$ cat src/design/bmc_pkg.sv
// Purpose: Constants shared by the battery mode controller
// Assumes: 100 MHz system clock, 32768 Hz crystal rate
// Notes:   Register indices times four give byte addresses
package bmc_pkg;

    // ------------------------------------------------------------
    // Clock rates
    // ------------------------------------------------------------
    localparam int unsigned CLK_HZ        = 100_000_000;
    localparam int unsigned XTAL_HZ       = 32_768;
    localparam int unsigned XTAL_DIV      = (CLK_HZ + XTAL_HZ / 2) / XTAL_HZ;
    localparam int unsigned PLL_SETTLE    = 2048;
    localparam logic [2:0]  BROWN_SKIP    = 3'h7;

    // ------------------------------------------------------------
    // Register indices and field positions
    // ------------------------------------------------------------
    localparam logic [15:0] FLAG_IDX      = 16'h00E8;
    localparam logic [15:0] CTRL_IDX      = 16'h20A9;
    localparam logic [15:0] STAT_IDX      = 16'h2100;
    localparam int unsigned FALL_BIT      = 7;
    localparam int unsigned RISE_BIT      = 6;
    localparam int unsigned TIMER_BIT     = 5;
    localparam int unsigned BUTTON_BIT    = 4;
    localparam int unsigned SLEEP_BIT     = 6;
    localparam int unsigned DISP_BIT      = 5;
    localparam int unsigned DIV_LSB       = 0;
    localparam int unsigned DIV_W         = 3;
    localparam logic [7:0]  FLAG_RST      = 8'h00;
    localparam logic [7:0]  CTRL_RST      = 8'h00;

    // ------------------------------------------------------------
    // Operating modes
    // ------------------------------------------------------------
    typedef enum logic [4:0] {
        ST_MISSION = 5'b0_0001,
        ST_BROWN   = 5'b0_0010,
        ST_DISP    = 5'b0_0100,
        ST_SLEEP   = 5'b0_1000,
        ST_SETTLE  = 5'b1_0000
    } bmc_mode_t;

endpackage

$ cat src/design/bmc_top.sv
// Purpose: Battery mode controller with classic Wishbone register slave
// Assumes: Synchronous active-high reset, single 100 MHz clock
// Notes:   Crystal rate is a one-cycle enable from a divider
//
// What this block does
// - With supply present and PLL stable, run in full-power mode.
// - Without supply, be in exactly one of low_supply_mode, display-only or sleep.
// - With margin good, enter low_supply_mode on supply loss and on every wake while on battery.
// - Only from low_supply_mode, firmware request bits move to display-only or sleep.
// - Full-power to low_supply_mode sets the PLL-fall flag, bit 7 of flag register.
// - Return to full-power on PLL stable sets the PLL-rise flag, bit 6.
// - Display-only exits on timer, button, supply return or lost margin; sleep only on timer, button or supply return.
// - Pushbutton rising edge sets the button wake flag, bit 4.
// - Wake timer expiry sets the timer wake flag, bit 5.
// - On battery, lost regulator margin forces sleep from any battery mode.
// - After forced sleep, stay asleep even when margin recovers.
// - Sleep request is bit 6 of control index 0x20A9; writing 0x40 requests it.
// - Processor clock divided PLL in full power, 7/8 crystal in low_supply_mode, else off.
// - Per-mode enables for timer, oscillator, display, engine, filter, analog, flash.
// - Supply return moves any battery mode to full power once PLL settles.
// - Processor held in reset until PLL good, 2048 to 4096 crystal cycles.
// - Button wake starts the processor within three crystal cycles.
`timescale 1ns/1ps
module bmc_top
    import bmc_pkg::*;
#(
    parameter int unsigned XTAL_CYCLES = XTAL_DIV,
    parameter int unsigned SETTLE_TICKS = PLL_SETTLE
)
(
    // Clock and reset
    input  wire logic        clk_i,
    input  wire logic        rst_i,
    // Wishbone slave
    input  wire logic        cyc_i,
    input  wire logic        stb_i,
    input  wire logic        we_i,
    input  wire logic [15:0] adr_i,
    input  wire logic [3:0]  sel_i,
    input  wire logic [31:0] dat_i,
    output logic      [31:0] dat_o,
    output logic             ack_o,
    // Sense inputs
    input  wire logic        power_sense_above_i,
    input  wire logic        regulator_margin_good_i,
    input  wire logic        pushbutton_pin_i,
    input  wire logic        wake_timer_expire_i,
    // Mode and clocking
    output logic      [4:0]  mode_o,
    output logic             proc_reset_o,
    output logic             proc_clk_en_o,
    output logic             slow_tick_o,
    // Group enables
    output logic             compute_en_o,
    output logic             filter_en_o,
    output logic             analog_en_o,
    output logic             flash_write_en_o,
    output logic             display_en_o,
    output logic             wake_timer_en_o,
    output logic             osc_rtc_en_o,
    output logic             gp_regs_en_o
);

    // ------------------------------------------------------------
    // Declarations
    // ------------------------------------------------------------
    bmc_mode_t              state_r;
    bmc_mode_t              state_nxt;
    logic [2:0]             meta_r;
    logic [2:0]             sync_r;
    logic                   button_d_r;
    logic [15:0]            xtal_cnt_r;
    logic                   tick;
    logic [2:0]             brown_ph_r;
    logic [DIV_W-1:0]       div_cnt_r;
    logic [12:0]            settle_cnt_r;
    logic [7:0]             flag_r;
    logic [7:0]             ctrl_r;
    logic                   timer_pend_r;
    logic                   button_pend_r;
    logic                   forced_r;
    logic                   ack_r;
    logic                   req;
    logic                   wr_ctrl;
    logic                   wr_flag;
    logic                   supply;
    logic                   margin;
    logic                   button_rise;
    logic                   wake;
    logic                   battery;

    function automatic logic hit(input logic [15:0] a, input logic [15:0] idx);
        hit = (a == {idx[13:0], 2'b00});
    endfunction

    // ------------------------------------------------------------
    // Input synchronisers
    // ------------------------------------------------------------
    always_ff @(posedge clk_i)
    begin
        if (rst_i)
        begin
            meta_r <= 3'h0;
            sync_r <= 3'h0;
            button_d_r <= 1'b0;
        end
        else
        begin
            meta_r <= {pushbutton_pin_i, regulator_margin_good_i, power_sense_above_i};
            sync_r <= meta_r;
            button_d_r <= sync_r[2];
        end
    end

    assign supply      = sync_r[0];
    assign margin      = sync_r[1];
    assign button_rise = sync_r[2] & ~button_d_r;
    assign battery     = (state_r == ST_BROWN) | (state_r == ST_DISP) | (state_r == ST_SLEEP);

    // ------------------------------------------------------------
    // Crystal-rate enable and processor clock enables
    // ------------------------------------------------------------
    always_ff @(posedge clk_i)
    begin
        if (rst_i)
            xtal_cnt_r <= 16'h0000;
        else if (xtal_cnt_r == 16'(XTAL_CYCLES - 1))
            xtal_cnt_r <= 16'h0000;
        else
            xtal_cnt_r <= xtal_cnt_r + 16'h0001;
    end

    assign tick        = (xtal_cnt_r == 16'(XTAL_CYCLES - 1));
    assign slow_tick_o = tick;

    always_ff @(posedge clk_i)
    begin
        if (rst_i)
            brown_ph_r <= 3'h0;
        else if (tick)
            brown_ph_r <= brown_ph_r + 3'h1;
    end

    always_ff @(posedge clk_i)
    begin
        if (rst_i || state_r != ST_MISSION)
            div_cnt_r <= '0;
        else if (div_cnt_r == ctrl_r[DIV_LSB +: DIV_W])
            div_cnt_r <= '0;
        else
            div_cnt_r <= div_cnt_r + 1'b1;
    end

    always_comb
    begin
        case (state_r)
            ST_MISSION: proc_clk_en_o = (div_cnt_r == ctrl_r[DIV_LSB +: DIV_W]);
            ST_BROWN:   proc_clk_en_o = tick & (brown_ph_r != BROWN_SKIP);
            default:    proc_clk_en_o = 1'b0;
        endcase
    end

    // ------------------------------------------------------------
    // PLL settle counter
    // ------------------------------------------------------------
    always_ff @(posedge clk_i)
    begin
        if (rst_i || state_r != ST_SETTLE)
            settle_cnt_r <= 13'h0000;
        else if (tick)
            settle_cnt_r <= settle_cnt_r + 13'h0001;
    end

    // ------------------------------------------------------------
    // Mode state machine
    // ------------------------------------------------------------
    assign wake = timer_pend_r | button_pend_r;

    always_comb
    begin
        state_nxt = state_r;
        if (tick)
        begin
            case (state_r)
                ST_MISSION:
                begin
                    if (!supply)
                        state_nxt = ST_BROWN;
                end
                ST_SETTLE:
                begin
                    if (!supply)
                        state_nxt = margin ? ST_BROWN : ST_SLEEP;
                    else if (settle_cnt_r == 13'(SETTLE_TICKS - 1))
                        state_nxt = ST_MISSION;
                end
                ST_BROWN:
                begin
                    if (supply)
                        state_nxt = ST_SETTLE;
                    else if (!margin)
                        state_nxt = ST_SLEEP;
                    else if (ctrl_r[SLEEP_BIT])
                        state_nxt = ST_SLEEP;
                    else if (ctrl_r[DISP_BIT])
                        state_nxt = ST_DISP;
                end
                ST_DISP:
                begin
                    if (supply)
                        state_nxt = ST_SETTLE;
                    else if (!margin)
                        state_nxt = ST_SLEEP;
                    else if (wake)
                        state_nxt = ST_BROWN;
                end
                ST_SLEEP:
                begin
                    if (supply)
                        state_nxt = ST_SETTLE;
                    else if (wake && margin)
                        state_nxt = ST_BROWN;
                end
                default: state_nxt = ST_SETTLE;
            endcase
        end
    end

    always_ff @(posedge clk_i)
    begin
        if (rst_i)
            state_r <= ST_SETTLE;
        else
            state_r <= state_nxt;
    end

    always_ff @(posedge clk_i)
    begin
        if (rst_i || supply)
            forced_r <= 1'b0;
        else if (battery && tick && !margin)
            forced_r <= 1'b1;
    end

    // ------------------------------------------------------------
    // Wake events
    // ------------------------------------------------------------
    always_ff @(posedge clk_i)
    begin
        if (rst_i)
        begin
            timer_pend_r <= 1'b0;
            button_pend_r <= 1'b0;
        end
        else
        begin
            if (wake_timer_expire_i)
                timer_pend_r <= 1'b1;
            else if (tick)
                timer_pend_r <= 1'b0;
            if (button_rise && !flag_r[BUTTON_BIT])
                button_pend_r <= 1'b1;
            else if (tick)
                button_pend_r <= 1'b0;
        end
    end

    // ------------------------------------------------------------
    // Wishbone slave
    // ------------------------------------------------------------
    assign req     = cyc_i & stb_i & ~ack_r;
    assign wr_ctrl = req & we_i & sel_i[0] & hit(adr_i, CTRL_IDX);
    assign wr_flag = req & we_i & sel_i[0] & hit(adr_i, FLAG_IDX);
    assign ack_o   = ack_r;

    always_ff @(posedge clk_i)
    begin
        if (rst_i)
            ack_r <= 1'b0;
        else
            ack_r <= req;
    end

    always_ff @(posedge clk_i)
    begin
        if (rst_i)
            dat_o <= 32'h0000_0000;
        else if (req && !we_i)
        begin
            if (hit(adr_i, FLAG_IDX))
                dat_o <= {24'h00_0000, flag_r};
            else if (hit(adr_i, CTRL_IDX))
                dat_o <= {24'h00_0000, ctrl_r};
            else if (hit(adr_i, STAT_IDX))
                dat_o <= {24'h00_0000, forced_r, margin, supply, state_r};
            else
                dat_o <= 32'h0000_0000;
        end
    end

    // Both request bits clear on any mode change except into low_supply_mode; a write wins
    always_ff @(posedge clk_i)
    begin
        if (rst_i)
            ctrl_r <= CTRL_RST;
        else if (wr_ctrl)
            ctrl_r <= dat_i[7:0];
        else if (state_nxt != state_r && state_nxt != ST_BROWN)
        begin
            ctrl_r[SLEEP_BIT] <= 1'b0;
            ctrl_r[DISP_BIT] <= 1'b0;
        end
    end

    // Sticky flags, write one to clear, a new event wins over the clear
    always_ff @(posedge clk_i)
    begin
        if (rst_i)
            flag_r <= FLAG_RST;
        else
        begin
            if (wr_flag)
                flag_r <= flag_r & ~dat_i[7:0];
            if (state_r == ST_MISSION && state_nxt == ST_BROWN)
                flag_r[FALL_BIT] <= 1'b1;
            if (state_r == ST_SETTLE && state_nxt == ST_MISSION)
                flag_r[RISE_BIT] <= 1'b1;
            if (wake_timer_expire_i)
                flag_r[TIMER_BIT] <= 1'b1;
            if (button_rise)
                flag_r[BUTTON_BIT] <= 1'b1;
        end
    end

    // ------------------------------------------------------------
    // Mode outputs and group enables
    // ------------------------------------------------------------
    always_ff @(posedge clk_i)
    begin
        if (rst_i)
        begin
            compute_en_o <= 1'b0;
            filter_en_o <= 1'b0;
            analog_en_o <= 1'b0;
            flash_write_en_o <= 1'b0;
            display_en_o <= 1'b0;
            wake_timer_en_o <= 1'b1;
            osc_rtc_en_o <= 1'b1;
            gp_regs_en_o <= 1'b1;
        end
        else
        begin
            compute_en_o <= (state_r == ST_MISSION);
            filter_en_o <= (state_r == ST_MISSION);
            analog_en_o <= (state_r == ST_MISSION);
            flash_write_en_o <= (state_r == ST_MISSION);
            display_en_o <= (state_r != ST_SLEEP) && (state_r != ST_SETTLE);
            wake_timer_en_o <= 1'b1;
            osc_rtc_en_o <= 1'b1;
            gp_regs_en_o <= 1'b1;
        end
    end

    assign mode_o       = state_r;
    assign proc_reset_o = (state_r == ST_SETTLE) | (state_r == ST_DISP) | (state_r == ST_SLEEP);

    // ------------------------------------------------------------
    // Assertions
    // ------------------------------------------------------------
    fall_flag_a: assert property (@(posedge clk_i) disable iff (rst_i)
        (state_r == ST_MISSION && state_nxt == ST_BROWN) |=> flag_r[FALL_BIT])
        else $error("PLL fall flag not set on mode drop");

    rise_flag_a: assert property (@(posedge clk_i) disable iff (rst_i)
        (state_r == ST_MISSION && $past(state_r) != ST_MISSION) |-> flag_r[RISE_BIT])
        else $error("PLL rise flag missing on return to full power");

    sleep_hold_a: assert property (@(posedge clk_i) disable iff (rst_i)
        (state_r == ST_SLEEP && tick && !wake && !supply) |=> state_r == ST_SLEEP)
        else $error("Sleep left without wake cause");

    margin_sleep_a: assert property (@(posedge clk_i) disable iff (rst_i)
        (battery && tick && !margin && !supply) |=> state_r == ST_SLEEP)
        else $error("Low margin did not force sleep");

    clock_stop_a: assert property (@(posedge clk_i) disable iff (rst_i)
        (state_r == ST_DISP || state_r == ST_SLEEP) |-> !proc_clk_en_o)
        else $error("Processor clock running in low mode");

    brown_rate_a: assert property (@(posedge clk_i) disable iff (rst_i)
        (state_r == ST_BROWN && tick) |-> proc_clk_en_o == (brown_ph_r != BROWN_SKIP))
        else $error("Low_supply_mode clock rate wrong");

    settle_reset_a: assert property (@(posedge clk_i) disable iff (rst_i)
        (state_r != ST_MISSION ##1 state_r == ST_MISSION)
        |-> $past(state_r) == ST_SETTLE && $past(settle_cnt_r) == 13'(SETTLE_TICKS - 1))
        else $error("Full power entered before PLL settle");

    button_flag_a: assert property (@(posedge clk_i) disable iff (rst_i)
        button_rise |=> flag_r[BUTTON_BIT])
        else $error("Button flag not set");

    timer_flag_a: assert property (@(posedge clk_i) disable iff (rst_i)
        wake_timer_expire_i |=> flag_r[TIMER_BIT] ##0 timer_pend_r)
        else $error("Timer flag not set");

    sleep_req_a: assert property (@(posedge clk_i) disable iff (rst_i)
        (state_r == ST_BROWN && tick && supply == 1'b0 && margin && ctrl_r[SLEEP_BIT])
        |=> state_r == ST_SLEEP)
        else $error("Sleep request ignored in low_supply_mode");

    display_off_a: assert property (@(posedge clk_i) disable iff (rst_i)
        (state_r == ST_SLEEP [*2]) |-> !display_en_o && !compute_en_o)
        else $error("Enables wrong in sleep");

endmodule

$ cat config.mk
export PLATFORM = sky130hd
export DESIGN_NAME = bmc_top
export DESIGN_NICKNAME = d
export VERILOG_FILES = /design/src/design/bmc_pkg.sv /design/src/design/bmc_top.sv
export SDC_FILE = /design/constraint.sdc
export NUM_CORES = 1
export LEC_CHECK = 0
export BUFFER_PORTS_ARGS = -buffer_cell sky130_fd_sc_hd__buf_2
export CAP_MARGIN = 15
export CORE_ASPECT_RATIO = 0.7
export CORE_MARGIN = 3
export CORE_UTILIZATION = 40
export CTS_CLUSTER_DIAMETER = 40
export DETAILED_ROUTE_END_ITERATION = 8
export MAX_ROUTING_LAYER = met4
export SLEW_MARGIN = 20
export SYNTH_ARGS = -nofsm -noshare
export SYNTH_HDL_FRONTEND = slang
export SYNTH_SLANG_ARGS = --single-unit
$ cat constraint.sdc
create_clock -name clk_i -period 5.36 [get_ports clk_i]
set_input_delay 0 -clock clk_i [delete_from_list [all_inputs] [get_ports clk_i]]
set_output_delay 0 -clock clk_i [all_outputs]
set_load 0.03 [all_outputs]
After elaboration in Yosys (flattened, before gate mapping)
Cells that the tools add are included.
Storage, ports and cells
  word-level logic and storage cells: 115
  flip-flop bits (word level): 101
  bits of input ports: 61
  output and inout port bits: 49
Cells by class
  bitwise gates (word level): 17
  add/sub/neg operators: 4
  reductions and logical operators: 24
  muxes and demuxes: 29
  equality and inequality tests: 19
Operators with widths (number)
  two-way mux 5 bit: 13
  equality test 16 bit, second input constant: 2
  two-way mux 8 bit: 4
  one-hot mux 5 bit (5 select lines): 1
  adder 16 x 1 -> 16 bit, second input constant: 1
  equality test 16 x 10 -> 1 bit, second input constant: 1
  equality test 16 x 12 -> 1 bit, second input constant: 1
  nonzero test 2 bit: 7
  adder 13 x 1 -> 13 bit, second input constant: 1
  equality test 13 x 11 -> 1 bit, second input constant: 1
  equality test 5 x 1 -> 1 bit, second input constant: 2
  equality test 5 x 2 -> 1 bit, second input constant: 2
  logical AND 1 bit: 9
  bitwise AND 1 bit: 8
  bitwise AND 8 bit: 1
  NOT 8 bit: 1
  two-way mux 1 bit: 7
  adder 3 x 1 -> 3 bit, second input constant: 2
  equality test 5 x 3 -> 1 bit, second input constant: 1
  equality test 5 x 4 -> 1 bit, second input constant: 1
  equality test 5 bit, second input constant: 1
  inequality test 5 x 1 -> 1 bit, second input constant: 1
  inequality test 5 x 2 -> 1 bit, second input constant: 1
  inequality test 5 x 4 -> 1 bit, second input constant: 1
  12 further kinds: 23

Longest topological paths before layout
Gate-level depths: netlist (run 1).
  depth after elaboration: 10
  depth in mapped cells: 9
  mapped depth without buffers: 8

Least setup slack after synthesis (run 1)
Ideal clock, no wire load.
  path type: reg2reg
  start: register xtal_cnt_r[0]
  end: register xtal_cnt_r[14]
  arrival time: 2.035 ns
  data required time: 5.243 ns
  library setup time: 0.117 ns
  stages on the path, launching flop included: 9
  slack: 3.208 ns
  buffers on the path: 3
  clock period less this slack: 2.152 ns
  path through: dfxtp_1 ha_1 and4b_1 and4b_1 clkbuf_1 or2_2 clkbuf_1 buf_2 nor2_1
Between the ends
  longest elaborated chain between the ends: 2
  elaborated cells on any way between the ends: 3
  classes of those cells: add/sub: 1; eq/ne: 1; reduce/logical: 1
Ends and longest elaborated chain
  start, declared: line bmc_top.sv:72  | logic [15:0] xtal_cnt_r;
  start signal, assigned: line bmc_top.sv:130  | xtal_cnt_r <= xtal_cnt_r + 16'h0001;
  equality test 16 x 12 -> 1 bit
  named net slow_tick_o: line bmc_top.sv:52  | output logic slow_tick_o,
  OR reduction 2 bit (no line)
The timed path passes the listed nets, and every way through them passes these cells.
A chain may end at the register's enable or synchronous reset.

Worst setup path after layout (run 1)
  start: register state_r[3] (netlist: mode_o[3])
  end: register flag_r[7]
Between the ends
  longest elaborated chain between the ends: 9
  elaborated cells on any way between the ends: 23
  classes of those cells: eq/ne: 6; mux: 15; reduce/logical: 2
Ends and longest elaborated chain
  start, declared: line bmc_top.sv:67  | bmc_mode_t state_r;
  start signal, assigned: line bmc_top.sv:234  | state_r <= state_nxt;
  two-way mux 5 bit: line bmc_top.sv:205  | else if (ctrl_r[DISP_BIT])
  two-way mux 5 bit: line bmc_top.sv:203  | else if (ctrl_r[SLEEP_BIT])
  two-way mux 5 bit: line bmc_top.sv:201  | else if (!margin)
  two-way mux 5 bit: line bmc_top.sv:199  | if (supply)
  one-hot mux 5 bit (5 select lines): line bmc_top.sv:184  | case (state_r)
  two-way mux 5 bit: line bmc_top.sv:182  | if (tick)
  equality test 5 x 2 -> 1 bit: line bmc_top.sv:324  | if (state_r == ST_MISSION && state_nxt == ST_BROWN)
  logical AND 1 bit (*): line bmc_top.sv:324
  two-way mux 1 bit / nonzero test 2 bit (equally long branches)
  end signal, assigned: line bmc_top.sv:323  | flag_r <= flag_r & ~dat_i[7:0];
  end, declared: line bmc_top.sv:77  | logic [7:0] flag_r;
Every way passes the cells marked *; elsewhere a longest branch is shown, timed or not.

==> impl_results.md, run 1 <==
* Data required time of the worst path at 5.61 ns
* # diodes at 0
* Critical Path End Type: register
* Max cap viols at 0
* Antenna violations before repair at 0
* Latest clock arrival within the worst-skew pair at roughly 0.33 ns
* Total gr overflow at 0
* Die Wd at approximately 130 um
* Crit path time final at ~2.5 ns
* Slew at the pin with the worst max-slew slack at slightly below 1 ns
* Fill cells at 900
* Post-DP HPWL at ~6.2 mm
* Reg area at 1540 sq um
* CTS tree: done
* CP Data Arrival Time at 2.76 ns
* Critical path class: register to register
* Mean Syn Cell Area at around 8.6 sq um
* Vias in the first global route at 3155
* Crit-path cells: and3b_1, a211oi_1, o21ai_0, a31o_1, a211oi_2, nand4_1, a21oi_1
* Layout area overhead at 16.3%
* Maximum vdd ir drop at about 0.17 mV
* H-tree levels at 3
* Port-buffer cells at 55
* Status: completed
* Yosys synthesis warning count at 0
* CTS buffer count at 9
* Standard-cell rows at 29
* Register area share after synthesis at 0.387
* Slew margin rel. at 0.357
* Vias per cell at 5.17
* Clock net sink count at 77
* Final GP Congestion at roughly 0.92
* Crit path largest cell delay at roughly 0.8 ns
* Cell Area, Placed at roughly 4100 sq um
* Fraction of layout cells with a size suffix above 1 at 0.169
* Max-slew violations at 0
* Final hold violation count at 0
* Drt pass-1 iters at 5
* CP startpoint kind: register
* DR iter-0 viols at 210
* RSZ-0062 raised after global routing: no
* Nets at about 580
* CTS Buffer Depth at 2
* First-pass GRT wire length at around 15 mm
* Mapped Area at roughly 4000 sq um
* CTS clock-pin slew for the worst setup and hold paths at roughly 0.06 ns
* Post-DR wirelength/cell at roughly 14 um
* Largest net degree at the start of global routing at 54
* Critical path's slowest cell: dfxtp_1
* Worst-path fanout max at 18
* Hold Path Depth at 4
* Number of enable flip-flop cells after synthesis at 0
* Post CTS Setup Buffer Count at 0
* DRT antenna net count at 0
* Pwr per Cell Area at between 300 and 400 nW/um^2
* Post-Layout Cell Count at around 640
* Tcrit/Tclk final at 0.468
* Total track usage at 0.169
* Max frequency at about 400 MHz
* Leak Pwr at 1.89 nW
* DRT Wirelength at 8.78 mm
* Post-synth ARST share at 0
* R2R Setup Slk at ~2.9 ns
* Hold_sp: stb_i
* DIE AREA at around 11000 sq um
* Reg2reg path depth at 7
* FF+latch count, synth at 77
* Starting density of the core at 0.426
* Hold WC Path Type: input port to register
* Worst hold slack at between 0.02 and 0.025 ns
* Hold buffer count at CTS at 12
* Placed insts at just over 600
* Post-Synthesis Cells at between 400 and 500
* Worst R2R Start: mode_o[3]
* Final setup viols at 0
* # IOs at between 100 and 150
* Root Driver: clkbuf_16
* Netlist cell types at 62
* Die H at around 90 um
* Routed vias at 3303
* Setup Skew at roughly 0.0073 ns
* Multi-input gate area at approximately 2200 sq um
* Gates resized, CTS repair at 0
* Finished Cell Area at around 4600 sq um
* WHS Endpoint: ack_o
* Core area at ~9400 sq um
* Ys flop type: dfxtp_1
* DRC at 0
* Final setup TNS at 0 ns
* Reg-to-Reg End: flag_r[7]
## metrics by stage
| step | utilization | setup slack (ns) | power [mW] |
|---|---|---|---|
| after floorplan | - | 3.21 | 0.676 |
| after global placement | 0.443 | 2.89 | 0.683 |
| after detailed placement | 0.443 | 2.92 | 0.685 |
| after CTS | 0.496 | 2.91 | 1.44 |
| after global routing | 0.496 | 2.70 | 1.47 |
| final | 0.496 | 2.85 | 1.42 |
## placed cells by master (no fill, tap or decap), types with 4 or more instances in the layout
cell           instances
o21ai_0               11
clkbuf_16              9
buf_2                 55
inv_1                  6
xnor2_1                8
mux2i_1                6
nor2_1                69
nand3_1               18
dfxtp_1               77
nor3b_1                6
nand2b_1               7
nand4_1                7
o21a_1                 4
nor2b_1                9
o211ai_1               4
a211oi_1               9
dlygate4sd3_1         12
nand2_1               32
or2_2                  4
conb_1                27
and4b_1                4
a21oi_1               17
nor3_1                13
and3_1                 5
xor2_1                26
ha_1                   5
a222oi_1               8
bufinv_16              4
and4_1                 4
## where the power goes
group / switching, mW / total [mW] / leakage, nW / internal [mW]
Combinational: 0.0604 / 0.0899 / 1.08 / 0.0295
Sequential: 0.00768 / 0.590 / 0.624 / 0.582
Clock: 0.226 / 0.740 / 0.183 / 0.514
Total: 0.294 / 1.42 / 1.89 / 1.13
## area by class of cell
cell class,instances,area share
multi-input combinational,349,0.464
sequential,77,0.332
timing repair buffer,67,0.0852
clock buffer,10,0.0515
tap,124,0.0334
clock inverter,6,0.0289
inverter,6,0.00485
## synth_stat cells (all sizes together), types with 2 or more instances
library cell,number,share of area
nor2b,9,0.014
o21ai,15,0.020
conb,2,0.0019
nand3,18,0.023
xor2,26,0.057
or2,5,0.0078
o41ai,2,0.0044
mux2i,6,0.015
inv,6,0.0056
buf,42,0.078
a41oi,2,0.0063
clkbuf,14,0.013
nor3,13,0.016
or4,2,0.0047
and4b,4,0.010
nand3b,3,0.0056
o21a,4,0.0075
nand2b,7,0.011
a211oi,10,0.020
dfxtp,77,0.39
nor4b,3,0.0082
a21oi,17,0.021
ha,5,0.016
and4,4,0.0088
nand4,8,0.016
and3,5,0.0078
a222oi,8,0.020
nor3b,8,0.018
xnor2,8,0.018
o31ai,2,0.0038
nand4b,4,0.010
o211ai,4,0.0075
nor2,69,0.065
and3b,2,0.0044
nor4,3,0.0078
nand2,32,0.030
a31oi,3,0.0047
## sequential cells by signal, indices dropped and copies added (netlist names)
name              flops
brown_ph_r            3
ctrl_r                8
timer_pend_r          1
button_pend_r         1
sync_r                3
meta_r                3
xtal_cnt_r           16
ack_o                 1
display_en_o          1
forced_r              1
flag_r                8
flash_write_en_o      1
dat_o                 8
div_cnt_r             3
mode_o                5
button_d_r            1
settle_cnt_r         13
## worst max path at each step
stage                        startpoint        endpoint  cells after the start
after floorplan           xtal_cnt_r[0]  xtal_cnt_r[14]                      8
after global placement        mode_o[3]       flag_r[7]                      7
after global routing           adr_i[1]       flag_r[5]                      9
after detailed placement      mode_o[3]       flag_r[7]                      7
after CTS                     mode_o[3]       flag_r[7]                      7
final                         mode_o[3]       flag_r[7]                      7
## kinds of logic (layout without fill, tap and decap cells)
family,Yosys count,after routing,share of synthesized area
buffers and inverters,62,89,0.0973
multiplexers,6,6,0.0151
other,2,27,0.00188
flip-flops,77,77,0.387
AND/OR/NAND/NOR,202,202,0.276
XOR/XNOR,34,34,0.0747
adder cells (fa/ha/maj),5,5,0.0157
AO/OA/AOI/OAI,75,75,0.132
## routing by layer
layer	share of wire	vias to the layer above	GRT usage
met2	0.44	118	0.260
met1	0.48	1508	0.210
met3	0.069	9	0.0478
li1	-	1668	-
met5	0	-	-
met4	0.012	0	0.0699
## critical path: cells and delay by family, from the launching register on
family	cells	cell delay (ns)
and+or+nand+nor	2	0.39
AOI/OAI and AO/OA	5	1.25
DFF	1	0.80
Power figures use the tool's default switching activity.
==> run 2, diff against run 1 <==
Settings changed: ABC_AREA set to 1, PLACE_DENSITY set to 0.66.
Clock period 5.36 ns to 2.3 ns, I/O delays scaled along.
==> run 2 against run 1 <==
  * Worst setup slack worse by 2.7 ns
  * Clock skew decreased by 0.0049 ns
  * Flip-flop and latch count is the same
  * Utilization increased by 0.99 points
  * Routed wire length rose by 20%
  * Power is 130% higher
  * First-iteration DRC count rose by 38%
  * Die area up 4.7%
  * Cell area up 8.4%
  * Synthesized cell count rose by 29%
  * Synthesized area grew 5.0%
  * Largest cell class unchanged
==> impl_results.md, run 2 <==
* Cell taking the most area after synthesis: dfxtp_1
* Synth cell count leaders: nand2_1, nor2_1, dfxtp_1
* Final hold violation count at 0
* Total track usage at 0.189
* Starting density of the core at 0.421
* Synth area leaders: dfxtp_1, nand2_1, nor2_1
* Worst R2R Start: settle_cnt_r[0]
* Slew margin rel. at 0.659
* Ys flop type: dfxtp_1
* Largest net degree at the start of global routing at 33
* Crit path time final at roughly 2.2 ns
* Die H at roughly 92 um
* DIE AREA at 11700 sq um
* Max cap viols at 0
* Die Wd at between 100 and 150 um
* Max frequency at between 400 and 500 MHz
* Mean Syn Cell Area at 7.00 sq um
* Nets at between 700 and 800
* H-tree levels at 3
* Fraction of layout cells with a size suffix above 1 at 0.191
* Hold WC Path Type: input port to register
* Pwr per Cell Area at between 600 and 700 nW/um^2
* R2R Setup Slk at 0.22 ns
* Pre-CTS setup slack at between 0.15 and 0.2 ns
* # IOs at 110
* Core area at between 9000 and 10000 sq um
* Most flop-heavy register: xtal_cnt_r
* # diodes at 0
* Total power at around 3.2 mW
* Post-Layout Cell Count at 803
* Maximum vdd ir drop at between 0.5 and 0.6 mV
* DRT antenna net count at 0
* Synth top area share at 0.368
* Antenna violations before repair at 0
* CTS tree: done
* Port-buffer cells at 55
* Final worst setup slack at around 0.12 ns
* Root Driver: clkbuf_16
* Most common cell after layout, fill and taps aside: nand2_1
* Post-Synthesis Cells at 598
* Latest clock arrival within the worst-skew pair at between 0.3 and 0.4 ns
* Hold_sp: rst_i
* Leak Pwr at about 2.1 nW
* Critical path class: input port to register
* Netlist cell types at 45
* Setup Skew at roughly 0.0024 ns
* Post-synth ARST share at 0
* Top-count cell post-synth: nand2_1
* Post-DP HPWL at about 8.0 mm
* Top Registers: xtal_cnt_r x16, settle_cnt_r x13
* Layout area overhead at 20.1%
* Max reg flops at 16
* Routed vias at a little over 4000
* Worst Setup SP: stb_i
* Status: completed
* Register area share after synthesis at 0.368
* Slew at the pin with the worst max-slew slack at roughly 0.5 ns
* Crit path largest cell delay at 0.57 ns
* Final setup viols at 0
* Worst-path fanout max at 3
* CTS buffer count at 9
* Fin util at 0.506
* Final GP Congestion at between 0.9 and 1
* Crit-path cells: dlygate4sd3_1, buf_2, nand2_1, dlygate4sd3_1, nor2_1, nand3_1, nor4_2, nand2_1, a21oi_2
* Drt pass-1 iters at 5
* Critical path's slowest cell: nor4_2
* Number of enable flip-flop cells after synthesis at 0
* Vias in the first global route at 3748
* Placed insts at between 700 and 800
* Data required time of the worst path at roughly 2.6 ns
* Max-slew violations at 0
* FF+latch count, synth at 77
* Standard-cell rows at 30
* CTS clock-pin slew for the worst setup and hold paths at approximately 0.060 ns
* First-pass GRT wire length at 17.5 mm
* Post-DR wirelength/cell at 13.1 um
* Vias per cell at ~5
* DRC at 0
* Mapped Area at approximately 4200 sq um
* DR iter-0 viols at just under 300
* Most frequent cells in the layout: nand2_1, nor2_1, dfxtp_1, inv_1, buf_2
* Final setup TNS at 0 ns
* DRT Wirelength at between 10 and 15 mm
* Post CTS Setup Buffer Count at 0
* CP Data Arrival Time at around 2.5 ns
* Yosys synthesis warning count at 0
* Total gr overflow at 0
* RSZ-0062 raised after global routing: yes
* Clock net sink count at between 70 and 80
* CP startpoint kind: input port
* CTS Buffer Depth at 2
* Critical Path End Type: register
* Tcrit/Tclk final at 0.949
-- run 2: final timing paths --
check,end,cells after the start
worst max register to register,ctrl_r[6],14
worst min register to register,sync_r[2],2
worst max-delay path,ctrl_r[6],9
worst min-delay path,brown_ph_r[0],2
-- run 2: what timing repair did --
item | 4_1_cts | 5_1_grt
hold endpoints to repair | 20 | 0
setup endpoints to repair | 0 | 9
resized for setup | 0 | 11
hold buffers | 14 | 0
-- run 2: per-layer routing --
layer  wire, um  up-vias  track usage
met5          0        -            -
met4        131        0       0.0592
met3        789       11       0.0523
met2       4580      136        0.265
met1       5050     1825        0.263
li1           -     2049            -
-- run 2: worst max-delay path, delay by kind of cell --
kind	cells	cell delay, ns
AND/OR/NAND/NOR	5	1.11
AO/OA/AOI/OAI	1	0.16
buffers and inverters	3	1.18
-- run 2: area by class of cell --
cell class                      count  area (sq um)
Fill cell                         942          4920
Clock inverter                      3          90.1
Tap cell                          128           160
Multi-Input combinational cell    423          2190
Timing Repair Buffer               74           453
Clock buffer                       13           270
Inverter                           85           319
Sequential cell                    77          1550
-- run 2: cell families (layout without fill, tap and decap cells) --
family / count (synthesis) / after routing / share of synthesized area
buffers and inverters: 123 / 175 / 0.138
and+or+nand+nor: 299 / 299 / 0.339
DFF: 77 / 77 / 0.368
AOI/OAI and AO/OA: 85 / 85 / 0.123
xor gates and xnor gates: 7 / 7 / 0.0146
other: 2 / 27 / 0.00179
adders and majority gates: 5 / 5 / 0.0149
-- run 2: power by group --
part | total, mW | switching (mW) | internal (mW)
Clock | 1.68 | 0.530 | 1.15
Sequential | 1.36 | 0.0123 | 1.35
Combinational | 0.199 | 0.139 | 0.0599
-- run 2: per-stage QoR --
step	hold WS [ns]	area [sq um]
2_1_floorplan	0.0916	4280
4_1_cts	0.00745	4990
6_report	0.0317	5030
5_1_grt	0.0498	5030
3_5_place_dp	0.210	4490
3_3_place_gp	0.202	4490
==> run 3, diff against run 2 <==
Settings changed: CORE_UTILIZATION 40 to 34, PLACE_DENSITY 0.66 to not set.
==> run 3 against run 2 <==
  * Largest power group unchanged
  * Cell area rose by 1.5%
  * Worst setup slack better by 0.085 ns
  * Routed wire length up 0.24%
  * Highest routed layer unchanged
  * Non-clock buffer count rose by 8
  * Flip-flop and latch count did not move
==> impl_results.md, run 3 (synthesis gave the netlist of run 2 again) <==
* Status: completed
* Final GP Congestion at roughly 0.9
* CP delay by family, top: buffers and inverters
* Max-slew violations at 0
* Final hold violation count at 0
* Maximum vdd ir drop at 0.431 mV
* Vias in the first global route at around 3700
* Bufs and invs on worst path at 3
* Setup Skew at roughly 0.0083 ns
* Leak Pwr at around 2.1 nW
* Crit path time final at roughly 2.1 ns
* H-tree levels at 3
* Core area at about 12000 sq um
* Worst hold slack at between 0.07 and 0.08 ns
* Post-DP HPWL at 8.13 mm
* Most common cell after layout, fill and taps aside: nand2_1
* CTS clock-pin slew for the worst setup and hold paths at 0.06 ns
* # diodes at 0
* Most flop-heavy register: xtal_cnt_r
* DR WL met3 at 544 um
* Die H at 98.8 um
* Standard-cell rows at 33
* Total gr overflow at 0
* CP Data Arrival Time at about 2.1 ns
* Post-DR wirelength/cell at 12.6 um
* Crit path largest cell delay at roughly 0.35 ns
* DRT antenna net count at 0
* Die Wd at ~140 um
* Most frequent cells in the layout: nand2_1, nor2_1, dfxtp_1, inv_1, buf_2
* Worst-path fanout max at 6
* Critical Path End Type: output pin
* Crit-path cells: ha_1, nand2_2, inv_1, nand2_1, nor2_4, nand3b_4, buf_4, o32ai_1, buf_2
* RSZ-0062 raised after global routing: no
* Nets at ~740
* Met1 WL at ~5.5 mm
* Data required time of the worst path at 2.30 ns
* Max frequency at about 480 MHz
* Met2 wire len at roughly 4.4 mm
* Final setup viols at 0
* Latest clock arrival within the worst-skew pair at between 0.3 and 0.4 ns
* Max reg flops at 16
* Starting density of the core at 0.353
* Root Driver: clkbuf_16
* Vias per cell at between 4 and 5
* Tcrit/Tclk final at 0.912
* Port-buffer cells at 55
* Layout area overhead at 21.9%
* # IOs at 110
* Top Registers: xtal_cnt_r x16, settle_cnt_r x13
* Hold WC Path Type: input port to register
* Final setup TNS at 0 ns
* DR iter-0 viols at 302
* Critical path's slowest cell: dfxtp_1
* Clock net sink count at 77
* CP startpoint kind: register
* Max cap viols at 0
* Routed vias at 3959
* Drt pass-1 iters at 5
* Pwr per Cell Area at between 600 and 700 nW/um^2
* Fraction of layout cells with a size suffix above 1 at 0.196
* Fill cells at between 1000 and 1500
* DRT Wirelength at about 11 mm
* Antenna violations before repair at 0
* DIE AREA at ~14000 sq um
* CTS Buffer Depth at 2
* Highest routed layer: met4
* Critical path class: register to output pin
* Largest net degree at the start of global routing at 28
* CTS tree: done
* CTS buffer count at 9
* DRC at 0
* First-pass GRT wire length at approximately 18 mm
* Total track usage at 0.160
==> run 3: cell count changes in the layout (fill, tap and decap cells not counted), sizes merged <==
cell / before / now
bufinv: 3 / 2
clkinv: 3 / 4
buf: 60 / 68
==> run 3: worst reg2reg max path, stage by stage (launching register included) <==
cell,delay [ns]
dfxtp_1,0.35
ha_1,0.19
inv_1,0.07
nor3_1,0.18
nand2_1,0.15
nor2_4,0.23
o21ai_0,0.20
nor2_2,0.17
nand3_2,0.10
nand2_1,0.11
nand3_1,0.09
a21oi_2,0.12
==> run 3: where the power goes <==
| group | switching [mW] | internal (mW) |
|---|---|---|
| Clock | 0.546 | 1.07 |
| Combinational | 0.139 | 0.0606 |
| Sequential | 0.0111 | 1.35 |
==> run 3: timing repair <==
| item | CTS | global route |
|---|---|---|
| setup buffers | 0 | 3 |
| setup endpoints to repair | 0 | 5 |
| resized for setup | 0 | 6 |
| hold buffers | 14 | 0 |
| endpoints found under the hold margin | 21 | 0 |
==> run 3: worst paths after layout <==
check / startpoint / endpoint / slack [ns] / cells after the start
worst max-delay path: xtal_cnt_r[0] / proc_clk_en_o / 0.20 / 9
worst min-delay path: rst_i / brown_ph_r[0] / 0.07 / 2
worst max register to register: xtal_cnt_r[0] / ctrl_r[6] / 0.27 / 11
worst min register to register: meta_r[1] / sync_r[1] / 0.40 / 2
==> run 3: per-layer routing <==
metal	vias to the layer above	global-route usage
li1	2056	-
met5	-	-
met3	11	0.0349
met2	87	0.228
met4	0	0.0451
met1	1805	0.228
==> run 3: per-stage QoR <==
step | setup WS [ns] | std cells | area (sq um) | total power [mW] | utilization
after detailed placement | 0.199 | 807 | 4570 | 1.57 | 0.385
after global routing | 0.0228 | 840 | 5100 | 3.28 | 0.431
after global placement | 0.252 | 807 | 4570 | 1.57 | 0.385
after CTS | 0.128 | 837 | 5050 | 3.20 | 0.426
after floorplan | 0.426 | 623 | 4280 | 1.54 | -
final | 0.201 | 840 | 5100 | 3.17 | 0.431
==> run 3: area by class of cell <==
cell class                      instances  area, sq um  area share
Inverter                               85          319      0.0625
Multi-Input combinational cell        423         2190       0.428
Sequential cell                        77         1540       0.302
Clock buffer                           13          280      0.0549
Clock inverter                          3         65.1      0.0128
Timing Repair Buffer                   82          513       0.101
Tap cell                              157          196      0.0385
